<file path="src/fspi_pkg.sv">
/*
  Shared constants for the serial memory pin interface: array geometry,
  command codes, status bit positions and the read buffer depth.
  Assumes nothing of its surroundings; it is imported by fspi_top and the bench.
*/
package fspi_pkg;

  // ==========================================================================
  // Array geometry
  localparam int ADDR_W     = 19;  // 524,288 locations.
  localparam int DATA_W     = 8;   // One byte per location.
  localparam int ADDR_BYTES = 3;   // Address bytes sent by the master.
  localparam int FIFO_DEPTH = 4;   // Read prefetch buffer words.

  // ==========================================================================
  // Command codes
  localparam logic [7:0] OP_WREN  = 8'h06;
  localparam logic [7:0] OP_WRDI  = 8'h04;
  localparam logic [7:0] OP_RDSR  = 8'h05;
  localparam logic [7:0] OP_WRSR  = 8'h01;
  localparam logic [7:0] OP_READ  = 8'h03;
  localparam logic [7:0] OP_WRITE = 8'h02;

  // ==========================================================================
  // Status register layout
  localparam int         STAT_GUARD_BIT = 7;      // status_write_guard_enable.
  localparam int         STAT_WEL_BIT   = 1;      // Write enable latch.
  localparam logic [7:0] STAT_WR_MASK   = 8'h8c;  // Bits software may write.
  localparam logic [7:0] STAT_RESET     = 8'h00;

  // ==========================================================================
  // Frame phases
  typedef enum logic [2:0] {
    FSPI_IDLE,
    FSPI_OPCODE,
    FSPI_ADDR,
    FSPI_WDATA,
    FSPI_RDATA,
    FSPI_SRWR,
    FSPI_SRRD,
    FSPI_IGNORE
  } fspi_phase_t;

endpackage

</file>
<file path="src/fspi_fifo.sv">
/*
  Small show-ahead FIFO with valid/ready on both sides and a clear input.
  Assumes one clock, a synchronous active-high reset and a clock enable.
*/
`timescale 1ns/1ns
`default_nettype none

module fspi_fifo #(
  parameter int W = 8,
  parameter int D = 4
) (
  // Clock and control
  input  wire logic         clk_in,
  input  wire logic         rst_in,
  input  wire logic         ce_in,
  input  wire logic         clr_in,
  // Filling side
  input  wire logic         in_valid_in,
  output logic              in_ready_out,
  input  wire logic [W-1:0] in_data_in,
  // Draining side
  output logic              out_valid_out,
  input  wire logic         out_ready_in,
  output logic [W-1:0]      out_data_out
);

  localparam int PW = (D > 1) ? $clog2(D) : 1;

  logic [W-1:0] mem_r [D];
  logic [PW-1:0] wptr_r, wptr_nxt, rptr_r, rptr_nxt;
  logic [PW:0]   cnt_r, cnt_nxt;
  logic          push, pop;

  // ==========================================================================
  // Pointer arithmetic
  // Pointers wrap at the depth, so a depth that is not a power of two works.
  function automatic logic [PW-1:0] inc_ptr(input logic [PW-1:0] p);
    return (p == PW'(D - 1)) ? '0 : p + 1'b1;
  endfunction

  assign in_ready_out  = (cnt_r != (PW+1)'(D));
  assign out_valid_out = (cnt_r != '0);
  assign out_data_out  = mem_r[rptr_r];
  assign push          = in_valid_in && in_ready_out;
  assign pop           = out_valid_out && out_ready_in;

  // Next pointers and count; clear wins over any push or pop.
  always_comb begin
    wptr_nxt = push ? inc_ptr(wptr_r) : wptr_r;
    rptr_nxt = pop ? inc_ptr(rptr_r) : rptr_r;
    cnt_nxt  = cnt_r + (PW+1)'(push) - (PW+1)'(pop);
    if (clr_in) begin
      wptr_nxt = '0;
      rptr_nxt = '0;
      cnt_nxt  = '0;
    end
  end

  // Registers only; the array holds no reset since the count guards it.
  always_ff @(posedge clk_in) begin
    if (rst_in) begin
      wptr_r <= '0;
      rptr_r <= '0;
      cnt_r  <= '0;
    end else if (ce_in) begin
      wptr_r <= wptr_nxt;
      rptr_r <= rptr_nxt;
      cnt_r  <= cnt_nxt;
      if (push && !clr_in) begin
        mem_r[wptr_r] <= in_data_in;
      end
    end
  end

endmodule

`default_nettype wire

</file>
<file path="src/fspi_top.sv">
/*
  Pin-level serial slave of a byte-wide nonvolatile memory. Oversamples the
  chip select, serial clock, serial input and write-protect pins, decodes
  commands, and talks to an array behind a simple request port.
  Assumes the array answers a read request within four clock cycles and
  accepts every write strobe; the serial clock is at most a sixteenth of clk_in.
*/
// Operation
// - Deselected: standby, ignore inputs, serial output released.
// - Serial clock edges act only while chip select is low.
// - Inputs captured on rising edges, output changes on falling edges.
// - Serial clock may run slowly or stop; state is held meanwhile.
// - Serial input is sampled only at rising serial clock edges.
// - Output is driven only while returning read data.
// - Guard bit set and write-protect low: status writes are rejected.
// - Floating write-protect reads high, so inactive.
// - Array is 524,288 locations of eight bits.
// - First byte of a frame is the opcode; address and data follow.
// - Unknown opcode: ignore input until next select, output released.
// - Clock low at select means mode 0, high means mode 3.
// - Three address bytes, most significant first; surplus high bits ignored.
`timescale 1ns/1ns
`default_nettype none

module fspi_top (
  // Clock, reset and enable
  input  wire logic                         clk_in,
  input  wire logic                         rst_in,
  input  wire logic                         ce_in,
  // Serial pins
  input  wire logic                         cs_n_in,
  input  wire logic                         sck_in,
  input  wire logic                         si_in,
  input  wire logic                         wp_n_in,
  output logic                              so_out,
  output logic                              so_oe_out,
  // Array port
  output logic                              mem_rd_req_out,
  output logic                              mem_wr_out,
  output logic [fspi_pkg::ADDR_W-1:0]       mem_addr_out,
  output logic [fspi_pkg::DATA_W-1:0]       mem_wdata_out,
  input  wire logic                         mem_rd_valid_in,
  input  wire logic [fspi_pkg::DATA_W-1:0]  mem_rdata_in,
  // State seen from outside
  output logic [7:0]                        status_out,
  output logic                              mode3_out,
  output logic                              standby_out
);
  import fspi_pkg::*;

  // ==========================================================================
  // Pin synchronisers
  logic cs_s1, cs_s2, cs_d, sck_s1, sck_s2, sck_d, si_s1, si_s2, wp_s1, wp_s2;
  logic sel, cs_fall, sck_rise, sck_fall;

  // Reset values equal idle pin levels; write-protect idles high as a pull-up would.
  always_ff @(posedge clk_in) begin
    if (rst_in) begin
      {cs_s1, cs_s2, cs_d} <= 3'h7;
      {sck_s1, sck_s2, sck_d, si_s1, si_s2} <= 5'h00;
      {wp_s1, wp_s2} <= 2'h3;
    end else if (ce_in) begin
      {cs_s1, cs_s2, cs_d} <= {cs_n_in, cs_s1, cs_s2};
      {sck_s1, sck_s2, sck_d} <= {sck_in, sck_s1, sck_s2};
      {si_s1, si_s2} <= {si_in, si_s1};
      {wp_s1, wp_s2} <= {wp_n_in, wp_s1};
    end
  end

  // Edges come from the settled stages only; the clock may stop at any time.
  assign sel      = !cs_s2;
  assign cs_fall  = cs_d && !cs_s2;
  assign sck_rise = sel && sck_s2 && !sck_d;
  assign sck_fall = sel && !sck_s2 && sck_d;

  // ==========================================================================
  // Read prefetch buffer
  logic             fifo_clr, fifo_pop, fifo_in_ready, fifo_valid, fifo_push;
  logic [DATA_W-1:0] fifo_data;

  // Late answers after deselect are dropped rather than kept for a later frame.
  assign fifo_push = mem_rd_valid_in && sel;

  fspi_fifo #(.W(DATA_W), .D(FIFO_DEPTH)) u_fifo (
    .clk_in        (clk_in),
    .rst_in        (rst_in),
    .ce_in         (ce_in),
    .clr_in        (fifo_clr),
    .in_valid_in   (fifo_push),
    .in_ready_out  (fifo_in_ready),
    .in_data_in    (mem_rdata_in),
    .out_valid_out (fifo_valid),
    .out_ready_in  (fifo_pop),
    .out_data_out  (fifo_data)
  );

  // ==========================================================================
  // Command engine
  fspi_phase_t       phase_r, phase_nxt;
  logic [2:0]        bcnt_r, bcnt_nxt;
  logic [1:0]        acnt_r, acnt_nxt;
  logic [7:0]        sh_in_r, sh_in_nxt, op_r, op_nxt, sh_out_r, sh_out_nxt;
  logic [7:0]        status_r, status_nxt, byte_in, out_byte;
  logic [ADDR_W-1:0] addr_r, addr_nxt, mem_addr_r, mem_addr_nxt;
  logic [DATA_W-1:0] mem_wdata_r, mem_wdata_nxt;
  logic              so_r, so_nxt, so_oe_r, so_oe_nxt, mode3_r, mode3_nxt;
  logic              rd_pend_r, rd_pend_nxt, mem_rd_r, mem_rd_nxt, mem_wr_r, mem_wr_nxt;
  logic              guard_block;

  assign byte_in     = {sh_in_r[6:0], si_s2};
  assign guard_block = status_r[STAT_GUARD_BIT] && !wp_s2;

  // Next state of the whole frame: decode, address, data and output shifting.
  always_comb begin
    phase_nxt     = phase_r;
    bcnt_nxt      = bcnt_r;
    acnt_nxt      = acnt_r;
    sh_in_nxt     = sh_in_r;
    op_nxt        = op_r;
    sh_out_nxt    = sh_out_r;
    status_nxt    = status_r;
    addr_nxt      = addr_r;
    mem_addr_nxt  = mem_addr_r;
    mem_wdata_nxt = mem_wdata_r;
    so_nxt        = so_r;
    so_oe_nxt     = so_oe_r;
    mode3_nxt     = mode3_r;
    rd_pend_nxt   = rd_pend_r && !mem_rd_valid_in;
    mem_rd_nxt    = 1'b0;
    mem_wr_nxt    = 1'b0;
    fifo_clr      = 1'b0;
    fifo_pop      = 1'b0;
    out_byte      = 8'h00;
    if (!sel) begin
      // Standby: every frame counter drops back and the output is released.
      if (phase_r == FSPI_WDATA || phase_r == FSPI_SRWR) begin
        status_nxt[STAT_WEL_BIT] = 1'b0;
      end
      phase_nxt = FSPI_IDLE;
      bcnt_nxt  = 3'h0;
      acnt_nxt  = 2'h0;
      so_oe_nxt = 1'b0;
      fifo_clr  = 1'b1;
    end else if (cs_fall) begin
      mode3_nxt = sck_s2;
      phase_nxt = FSPI_OPCODE;
      bcnt_nxt  = 3'h0;
    end else if (sck_rise) begin
      sh_in_nxt = byte_in;
      bcnt_nxt  = bcnt_r + 3'h1;
      if (bcnt_r == 3'h7) begin
        case (phase_r)
          FSPI_OPCODE: begin
            op_nxt = byte_in;
            case (byte_in)
              OP_WREN: begin
                status_nxt[STAT_WEL_BIT] = 1'b1;
                phase_nxt = FSPI_IGNORE;
              end
              OP_WRDI: begin
                status_nxt[STAT_WEL_BIT] = 1'b0;
                phase_nxt = FSPI_IGNORE;
              end
              OP_RDSR:  phase_nxt = FSPI_SRRD;
              OP_WRSR: begin
                phase_nxt = (guard_block || !status_r[STAT_WEL_BIT]) ?
                            FSPI_IGNORE : FSPI_SRWR;
              end
              OP_READ:  phase_nxt = FSPI_ADDR;
              OP_WRITE: begin
                phase_nxt = status_r[STAT_WEL_BIT] ? FSPI_ADDR : FSPI_IGNORE;
              end
              default:  phase_nxt = FSPI_IGNORE;
            endcase
          end
          FSPI_ADDR: begin
            // Shifting drops the surplus leading bits of the three bytes.
            addr_nxt = {addr_r[ADDR_W-9:0], byte_in};
            acnt_nxt = acnt_r + 2'h1;
            if (acnt_r == 2'(ADDR_BYTES - 1)) begin
              phase_nxt = (op_r == OP_READ) ? FSPI_RDATA : FSPI_WDATA;
            end
          end
          FSPI_WDATA: begin
            mem_wr_nxt    = 1'b1;
            mem_addr_nxt  = addr_r;
            mem_wdata_nxt = byte_in;
            addr_nxt      = addr_r + 1'b1;
          end
          FSPI_SRWR: begin
            status_nxt = (status_r & ~STAT_WR_MASK) | (byte_in & STAT_WR_MASK);
            phase_nxt  = FSPI_IGNORE;
          end
          default: ;
        endcase
      end
    end else if (sck_fall && (phase_r == FSPI_RDATA || phase_r == FSPI_SRRD)) begin
      // A new byte is presented on the falling edge that follows its 8th rise.
      if (bcnt_r == 3'h0) begin
        fifo_pop   = (phase_r == FSPI_RDATA);
        out_byte   = (phase_r == FSPI_SRRD) ? status_r : fifo_data;
        so_nxt     = out_byte[7];
        sh_out_nxt = {out_byte[6:0], 1'b0};
      end else begin
        so_nxt     = sh_out_r[7];
        sh_out_nxt = {sh_out_r[6:0], 1'b0};
      end
      so_oe_nxt = 1'b1;
    end
    // Prefetch keeps the buffer topped up; its ready stalls new requests.
    if (sel && !cs_fall && phase_r == FSPI_RDATA && !rd_pend_r && fifo_in_ready
        && !fifo_pop) begin
      mem_rd_nxt   = 1'b1;
      mem_addr_nxt = addr_r;
      addr_nxt     = addr_r + 1'b1;
      rd_pend_nxt  = 1'b1;
    end
  end

  // Registers only.
  always_ff @(posedge clk_in) begin
    if (rst_in) begin
      phase_r     <= FSPI_IDLE;
      bcnt_r      <= 3'h0;
      acnt_r      <= 2'h0;
      sh_in_r     <= 8'h00;
      op_r        <= 8'h00;
      sh_out_r    <= 8'h00;
      status_r    <= STAT_RESET;
      addr_r      <= '0;
      mem_addr_r  <= '0;
      mem_wdata_r <= '0;
      so_r        <= 1'b0;
      so_oe_r     <= 1'b0;
      mode3_r     <= 1'b0;
      rd_pend_r   <= 1'b0;
      mem_rd_r    <= 1'b0;
      mem_wr_r    <= 1'b0;
    end else if (ce_in) begin
      phase_r     <= phase_nxt;
      bcnt_r      <= bcnt_nxt;
      acnt_r      <= acnt_nxt;
      sh_in_r     <= sh_in_nxt;
      op_r        <= op_nxt;
      sh_out_r    <= sh_out_nxt;
      status_r    <= status_nxt;
      addr_r      <= addr_nxt;
      mem_addr_r  <= mem_addr_nxt;
      mem_wdata_r <= mem_wdata_nxt;
      so_r        <= so_nxt;
      so_oe_r     <= so_oe_nxt;
      mode3_r     <= mode3_nxt;
      rd_pend_r   <= rd_pend_nxt;
      mem_rd_r    <= mem_rd_nxt;
      mem_wr_r    <= mem_wr_nxt;
    end
  end

  assign so_out         = so_r;
  assign so_oe_out      = so_oe_r;
  assign mem_rd_req_out = mem_rd_r;
  assign mem_wr_out     = mem_wr_r;
  assign mem_addr_out   = mem_addr_r;
  assign mem_wdata_out  = mem_wdata_r;
  assign status_out     = status_r;
  assign mode3_out      = mode3_r;
  assign standby_out    = cs_s2;
endmodule

`default_nettype wire

</file>
<file path="config.mk">
export PLATFORM = sky130hd
export DESIGN_NAME = fspi_top
export DESIGN_NICKNAME = d
export VERILOG_FILES = /design/src/fspi_pkg.sv /design/src/fspi_fifo.sv /design/src/fspi_top.sv
export SDC_FILE = /design/constraint.sdc
export NUM_CORES = 1
export LEC_CHECK = 0
export BUFFER_PORTS_ARGS = -buffer_cell sky130_fd_sc_hd__buf_2
export CAP_MARGIN = 20
export CORE_MARGIN = 1.5
export CORE_UTILIZATION = 40
export CTS_CLUSTER_DIAMETER = 100
export CTS_CLUSTER_SIZE = 20
export DETAILED_ROUTE_END_ITERATION = 8
export PLACE_DENSITY = 0.62
export SYNTH_ARGS = -nofsm -noshare
export SYNTH_HDL_FRONTEND = slang
export SYNTH_SLANG_ARGS = --single-unit
</file>
<file path="constraint.sdc">
create_clock -name clk_in -period 3.81 [get_ports clk_in]
set_clock_uncertainty 0.15 [all_clocks]
set_input_delay 0 -clock clk_in [delete_from_list [all_inputs] [get_ports clk_in]]
set_output_delay 0 -clock clk_in [all_outputs]
set_load 0.05 [all_outputs]
</file>
After elaboration in Yosys (flattened, before gate mapping) --
Memories as Yosys holds them, arrays and structs flattened. A register that Yosys moved wholly into a read port is not among the register bits. Index checks and enable logic that the tools add are counted.
Storage, ports and cells: bits in registers 108, RAM bits 32, bits of input ports 16, output and inout port bits 41, logic and storage cells 199, memories kept 1
Memory list:
- u_fifo.mem_r | words 4, width 8, rd ports 1, clocked after Yosys merged registers in 1, wr ports 1, line fspi_fifo.sv:29 | logic [W-1:0] mem_r [D];
Cells by class: add/sub/neg operators 7, eq/ne operators 25, multiplexer cells 71, bitwise logic cells 4, reductions and logical operators 61
Operators by type and width (number):
- two-way mux 19 bit | 11
- one-hot mux 19 bit (2 select lines) | 1
- two-way mux 2 bit | 17
- two-way mux 3 bit | 11
- AND reduction 6 bit | 5
- two-way mux 1 bit | 25
- == test 8 x 2 -> 1 bit, second input constant | 3
- == test 8 x 3 -> 1 bit, second input constant | 3
- adder 19 x 1 -> 19 bit, second input constant | 1
- nonzero test 2 bit | 9
- logical AND 1 bit | 17
- two-way mux 8 bit | 2
- AND reduction 5 bit | 3
- nonzero test 3 bit | 5
- == test 3 bit, second input constant | 4
- one-hot mux 3 bit (4 select lines) | 1
- logical NOT 1 bit | 10
- one-hot mux 3 bit (3 select lines) | 1
- == test 8 x 1 -> 1 bit, second input constant | 1
- OR 7 x 8 -> 8 bit | 1
- AND reduction 4 bit | 2
- AND reduction 7 bit | 1
- adder 2 x 1 -> 2 bit, second input constant | 3
- == test 2 bit, second input constant | 3
- 17 further kinds | 28

Logic depth before layout (Yosys ltp) --
depth after elaboration 13, mapped depth 16, gate-level depth less buffers 16

Hierarchy --
From an unflattened synthesis, not the netlist that was laid out.
Unflattened totals: cells, all modules 635, area, all modules 6502.5 um^2
By module, submodules not included:
- fspi_top | instances 1, cells an instance 531, area an instance 4789.6 um^2, seq. area each 1921.8 um^2
- fspi_fifo | instances 1, cells an instance 104, area an instance 1712.9 um^2, seq. area each 1141.1 um^2

Least setup slack after synthesis --
OpenSTA, ideal clock, no wires.
kind reg-to-reg, start reg cs_s2 (netlist: standby_out), end reg u_fifo.cnt_r[2], library setup time 128 ps, data arrival time 2556 ps, data required time 3532 ps, slack 976 ps, cell stages (with the launch flop) 14, path buffers 0, period minus slack after synthesis 2834 ps, cell sequence dfxtp_1 nor4b_4 nand2_1 nor3_1 ha_1 inv_1 ha_1 inv_1 fa_1 xor2_1 mux2i_1 nor2_1 a21oi_1 nor2_1
On the way: word-level cells in the longest chain between the ends 11, elaborated cells between the ends (all ways) 18, classes of those cells 2 x add/sub; 6 x mux; 10 x reduce/logical
Ends and longest elaborated chain:
- start, declared | line fspi_top.sv:53 | logic cs_s1, cs_s2, cs_d, sck_s1, sck_s2, sck_d, si_s1, si_s2, wp_s1, wp_s2;
- start signal, assigned | line fspi_top.sv:63 | {cs_s1, cs_s2, cs_d} <= {cs_n_in, cs_s1, cs_s2};
- logical NOT 1 bit | line fspi_top.sv:71, fspi_top.sv:72
- logical AND 1 bit (2 in a row) | line fspi_top.sv:74 | assign sck_fall = sel && !sck_s2 && sck_d;
- logical AND 1 bit | line fspi_top.sv:197 | end else if (sck_fall && (phase_r == FSPI_RDATA || phase_r == FSPI_SRRD)) begin
- two-way mux 1 bit | line fspi_top.sv:197
- two-way mux 1 bit | line fspi_top.sv:148 | end else if (sck_rise) begin
- two-way mux 1 bit | line fspi_top.sv:144 | end else if (cs_fall) begin
- two-way mux 1 bit | line fspi_top.sv:134 | if (!sel) begin
- logical AND 1 bit | line fspi_fifo.sv:45 | assign pop = out_valid_out && out_ready_in;
- subtractor 3 x 1 -> 3 bit | line fspi_fifo.sv:51 | cnt_nxt = cnt_r + (PW+1)'(push) - (PW+1)'(pop);
- two-way mux 3 bit (*) | line fspi_fifo.sv:52 | if (clr_in) begin
- end signal, assigned | line fspi_fifo.sv:68 | cnt_r <= cnt_nxt;
- end, declared | line fspi_fifo.sv:31 | logic [PW:0] cnt_r, cnt_nxt;
Every way passes the cells marked *; elsewhere a longest branch is shown, timed or not. A chain may end at the register's enable or synchronous reset.

Worst setup path after layout --
start reg bcnt_r[0], end reg u_fifo.cnt_r[2]
On the way: word-level cells in the longest chain between the ends 9
Ends and longest elaborated chain:
- start, declared | line fspi_top.sv:100 | logic [2:0] bcnt_r, bcnt_nxt;
- start signal, assigned | line fspi_top.sv:241 | bcnt_r <= bcnt_nxt;
- logical NOT 3 bit | line fspi_top.sv:199 | if (bcnt_r == 3'h0) begin
- two-way mux 1 bit | line fspi_top.sv:199
- two-way mux 1 bit | line fspi_top.sv:197
- two-way mux 1 bit | line fspi_top.sv:148
- two-way mux 1 bit | line fspi_top.sv:144
- two-way mux 1 bit | line fspi_top.sv:134
- logical AND 1 bit | line fspi_fifo.sv:45
- subtractor 3 x 1 -> 3 bit | line fspi_fifo.sv:51
- two-way mux 3 bit | line fspi_fifo.sv:52
Every way passes these cells.

==> impl.org <==
** Critical path
- Element type at the critical path start :: flop
- Worst r2r path cells :: 16
- In this design, the stage delay of the slowest critical-path cell is 0.38 ns.
- Data arrival time of the critical path :: 3.22 ns
- The startpoint identified for the worst register-to-register timing path is bcnt_r[0].
- Critical Setup Path Class :: reg -> reg
- Worst path slowest cell :: sky130_fd_sc_hd__fa_1
- Across all register-to-register paths, the minimum setup slack is 0.72 ns.
- The worst register-to-register path ends at u_fifo.cnt_r[2].
- Of all nets on the critical path, the largest fanout is 4.
- Cells traversed along the worst timing path :: inv_1 > ha_1 > nand2b_1 > nor3b_1 > nand2_1 > nor3_1 > ha_1 > inv_1 > ha_1 > inv_1 > fa_1 > xor2_1 > mux2i_1 > nor2_1 > a21oi_1 > nor2_1
- For the worst setup path, the data required time is 3.94 ns.
- Critical Path End Type :: flop
- The critical path starts at bcnt_r[0].

** CTS
- After clock tree synthesis, the clock-pin slew on the worst setup and hold paths is 0.06 ns.
- Cell at the root of the clock tree :: sky130_fd_sc_hd__clkbuf_16
- TritonCTS built the clock tree.
- H-tree depth :: 4
- Clock tree sinks :: 137
- Number of CTS-inserted buffers :: 17
- Number of setup buffers added after CTS :: 0
- Number of hold buffers added after CTS :: 19
- The number of gates resized after CTS was 0.
- Bufs on Longest Clock Path :: 2
- At the later pin of the worst-skew pair, clock insertion delay measures 0.42 ns.

** Cells and area
- Relative to the synthesized area, the layout overhead comes to 17.8%.
- After routing the design area is 0.00742 sq mm.
- Area of all sequential standard cells :: 0.00306 sq mm
- The number of antenna diodes in the final layout is 0.
- The filler cells instantiated in the layout total 1451.
- Layout cell share with drive strength beyond 1 :: 15.5%
- Area used by multi-input combinational logic :: 0.00291 sq mm
- Net count, final :: 734

** STA
- Worst hold slack :: 0.174 ns
- The routed design could run at a clock period as short as 3.09 ns.
- Based on the critical path, the design can be clocked at up to 324 MHz.
- # setup viols final :: 0
- In the finished design, the share of the clock period the worst path needs comes to 81.0%.
- Relative slew slack :: 47.6%
- Count of endpoints failing hold in the final timing report :: 0
- Fin worst setup slack :: 0.724 ns
- RSZ-0062 raised after global routing :: false
- Setup TNS :: 0 ns
- The max-slew violation count is 0.
- At the pin with the least slew margin, the transition time is 0.785 ns.

** Drt
- Summing over every cut layer, the via total after detailed routing is 4987.
- TritonRoute pass-1 iters :: 5
- DRC violation count after routing :: 0
- Via density per instance :: 5.37
- DRT Wirelength :: 14.9 mm
- Antenna Nets Post-Route :: 0
- Dividing the detail-routed wire length by the instance count gives 16.0 microns.
- Iter 0 DRT Violations :: 465

** Synthesis
- By area the synthesized netlist is led by sky130_fd_sc_hd__dfxtp_1 33%, sky130_fd_sc_hd__edfxtp_1 15%, sky130_fd_sc_hd__mux2i_1 6.8%.
- The synthesized design contains 32 enable-type register cells.
- Avg Synthesized Cell Area :: 9.63 sq um
- In the synthesized netlist, the number of instances is 654.
- Sequential elements use 48.6% of the synthesized area.
- The Yosys step of the flow raised 0 warnings.
- In the post-synthesis netlist, the cell with the most instances is sky130_fd_sc_hd__dfxtp_1.
- FF+latch count, synth :: 137
- Summed over all instances, the cell type with the most area after synthesis is sky130_fd_sc_hd__dfxtp_1.
- Async S/R FF share, synth :: 0%
- Yosys mapped the design onto 73 distinct sky130hd cell types.
- Top flip-flop cell by instance count after synthesis :: sky130_fd_sc_hd__dfxtp_1
- Synth Cell Area :: 0.00630 sq mm
- By count the netlist is led by 105 x sky130_fd_sc_hd__dfxtp_1, 90 x sky130_fd_sc_hd__nand2_1, 67 x sky130_fd_sc_hd__a21oi_1.
- After synthesis, the largest area contributor takes up 33.4% of total cell area.

** Floorplanning
- Area inside the core boundary :: 0.0153 sq mm
- Die ar. :: 0.0165 sq mm
- Die Wd :: 128 microns
- Die Span Y :: 128 microns
- The initial utilization of the core area, before any placement, comes to 41.1%.
- Pin placement for this block handled 57 I/O pins.
- The floorplan has 45 rows.

** Run status
- The flow ran to the end, and the final reports show no timing, DRC or antenna violations.

** Global route
- Wire length of the first global-routing pass :: 24.4 mm
- For met2 alone, demand over resource in global routing was 32.6%.
- GRT busiest layer :: met2
- Pin count of the biggest net entering global routing :: 67
- For this run the aggregate overflow at the end of global routing stands at 0.
- Global routing used 23.0% of the available met1 tracks.
- The number of antenna violations at the first check in global routing came to 0.
- For this run, global-route usage on met3 was measured as 4.03%.
- For this run, the total global-route usage over all layers was measured as 18.7%.
- Via count of the first global-routing pass :: 4869

** Min path
- The startpoint identified for the worst hold timing path is mem_rdata_in[6].
- Counting instances, the worst hold path has a depth of 2.
- Hold/Removal Path Class :: in -> reg
- The path with the worst hold slack has its endpoint at u_fifo.mem_r[0][6].

** Place
- Placed cell area :: 0.00663 sq mm
- During placement, the flow inserted port buffers numbering 52.
- Detailed placement ended at an HPWL of 9.86 mm.
- Prior to clock tree synthesis, the placed netlist has a worst setup slack of 0.762 ns.
- Final weighted congestion in routability-driven placement :: 0.820

** Job
- MaxCap Viol Count :: 0

** Pwr
- Pwr per Cell Area :: 439 mW/mm^2
- Worst IR drop on VDD :: 0.354 mV
- Standby leakage power :: 2.85 nW
worst max path at each step:
stage / end / slack (ns) / cells past startpoint
after floorplan: u_fifo.cnt_r[2] / 0.98 / 13
after global placement: u_fifo.cnt_r[2] / 0.85 / 16
after detailed placement: u_fifo.cnt_r[2] / 0.76 / 16
after CTS: u_fifo.cnt_r[2] / 0.71 / 16
after global routing: u_fifo.cnt_r[2] / 0.49 / 16
final: u_fifo.cnt_r[2] / 0.72 / 16
state kept, by name (all words and copies together) (netlist names), 2 cells and up, named ones only:
signal,flops
mem_wdata_out,8
u_fifo.rptr_r,2
bcnt_r,3
status_out,4
mem_addr_out,19
u_fifo.mem_r,32
addr_r,19
sh_in_r,7
u_fifo.wptr_r,2
sh_out_r,7
phase_r,3
u_fifo.cnt_r,3
acnt_r,2
op_r,8
critical path: cells and delay by family (launching register included):
kind            cells  cell delay (ns)
fa+ha+maj           4             0.95
simple gates        6             0.81
flops               1             0.34
mux                 1             0.21
xor+xnor            1             0.20
buf+inv             3             0.18
compound gates      1             0.13
metal layers:
metal  up-vias  share of wire (%)
met2       119                 49
met5         -                  0
met1      2425                 45
met4         0                1.7
met3        15                4.1
li1       2428                  -
where the power goes:
part / internal (mW) / switching, mW / total, mW
combinational: 0.0315 / 0.0545 / 0.0859
clock: 1.03 / 0.642 / 1.67
sequential: 1.49 / 0.00845 / 1.50
cell families (layout without fill, tap and decap cells):
family / Yosys count / count (layout) / share of synthesized area [%]
adder cells (fa/ha/maj): 13 / 13 / 2.70
buffers and inverters: 74 / 135 / 5.44
AND/OR/NAND/NOR: 255 / 255 / 20.6
XOR/XNOR: 2 / 2 / 0.278
flip-flops: 137 / 137 / 48.6
AO/OA/AOI/OAI: 120 / 120 / 12.4
other: 1 / 4 / 0.0595
multiplexers: 52 / 52 / 9.87
through the flow:
| stage | total power, mW | util (%) | instances |
|---|---|---|---|
| 2_1_floorplan | 1.58 | - | 657 |
| 3_3_place_gp | 1.60 | 43.3 | 878 |
| 3_5_place_dp | 1.60 | 43.3 | 878 |
| 4_1_cts | 3.28 | 48.5 | 929 |
| 5_1_grt | 3.35 | 48.5 | 929 |
| 6_report | 3.26 | 48.5 | 929 |
area by class of cell:
type,count,area share [%]
Clock buffer,18,5.78
Clock inverter,14,2.33
Inverter,27,1.37
Multi-Input combinational cell,446,39.1
Sequential cell,137,41.3
Tap cell,211,3.56
Timing Repair Buffer,76,6.57
cells in the final DEF (no fill, tap or decap), types with 3 or more instances in the layout:
| cell | instances |
|---|---|
| sky130_fd_sc_hd__a21o_1 | 3 |
| sky130_fd_sc_hd__a221oi_1 | 3 |
| sky130_fd_sc_hd__clkinv_4 | 5 |
| sky130_fd_sc_hd__buf_2 | 52 |
| sky130_fd_sc_hd__clkbuf_16 | 17 |
| sky130_fd_sc_hd__nand4_1 | 10 |
| sky130_fd_sc_hd__and3_1 | 4 |
| sky130_fd_sc_hd__and2_1 | 9 |
| sky130_fd_sc_hd__nand3_1 | 33 |
| sky130_fd_sc_hd__a211oi_1 | 3 |
| sky130_fd_sc_hd__conb_1 | 4 |
| sky130_fd_sc_hd__o21ai_0 | 7 |
| sky130_fd_sc_hd__o32ai_2 | 3 |
| sky130_fd_sc_hd__nor2b_1 | 6 |
| sky130_fd_sc_hd__ha_1 | 12 |
| sky130_fd_sc_hd__buf_4 | 5 |
| sky130_fd_sc_hd__nor2_1 | 56 |
| sky130_fd_sc_hd__dlygate4sd3_1 | 19 |
| sky130_fd_sc_hd__or3_1 | 3 |
| sky130_fd_sc_hd__o31a_1 | 4 |
| sky130_fd_sc_hd__bufinv_16 | 3 |
| sky130_fd_sc_hd__o32ai_1 | 7 |
| sky130_fd_sc_hd__nor4_1 | 4 |
| sky130_fd_sc_hd__nor3_1 | 8 |
| sky130_fd_sc_hd__edfxtp_1 | 32 |
| sky130_fd_sc_hd__mux2i_1 | 43 |
| sky130_fd_sc_hd__a21oi_1 | 67 |
| sky130_fd_sc_hd__dfxtp_1 | 105 |
| sky130_fd_sc_hd__nand2b_1 | 4 |
| sky130_fd_sc_hd__nand2_1 | 90 |
| sky130_fd_sc_hd__mux4_2 | 8 |
| sky130_fd_sc_hd__inv_1 | 27 |
| sky130_fd_sc_hd__o211ai_1 | 4 |
No activity file was read; power rests on OpenSTA's default activity.
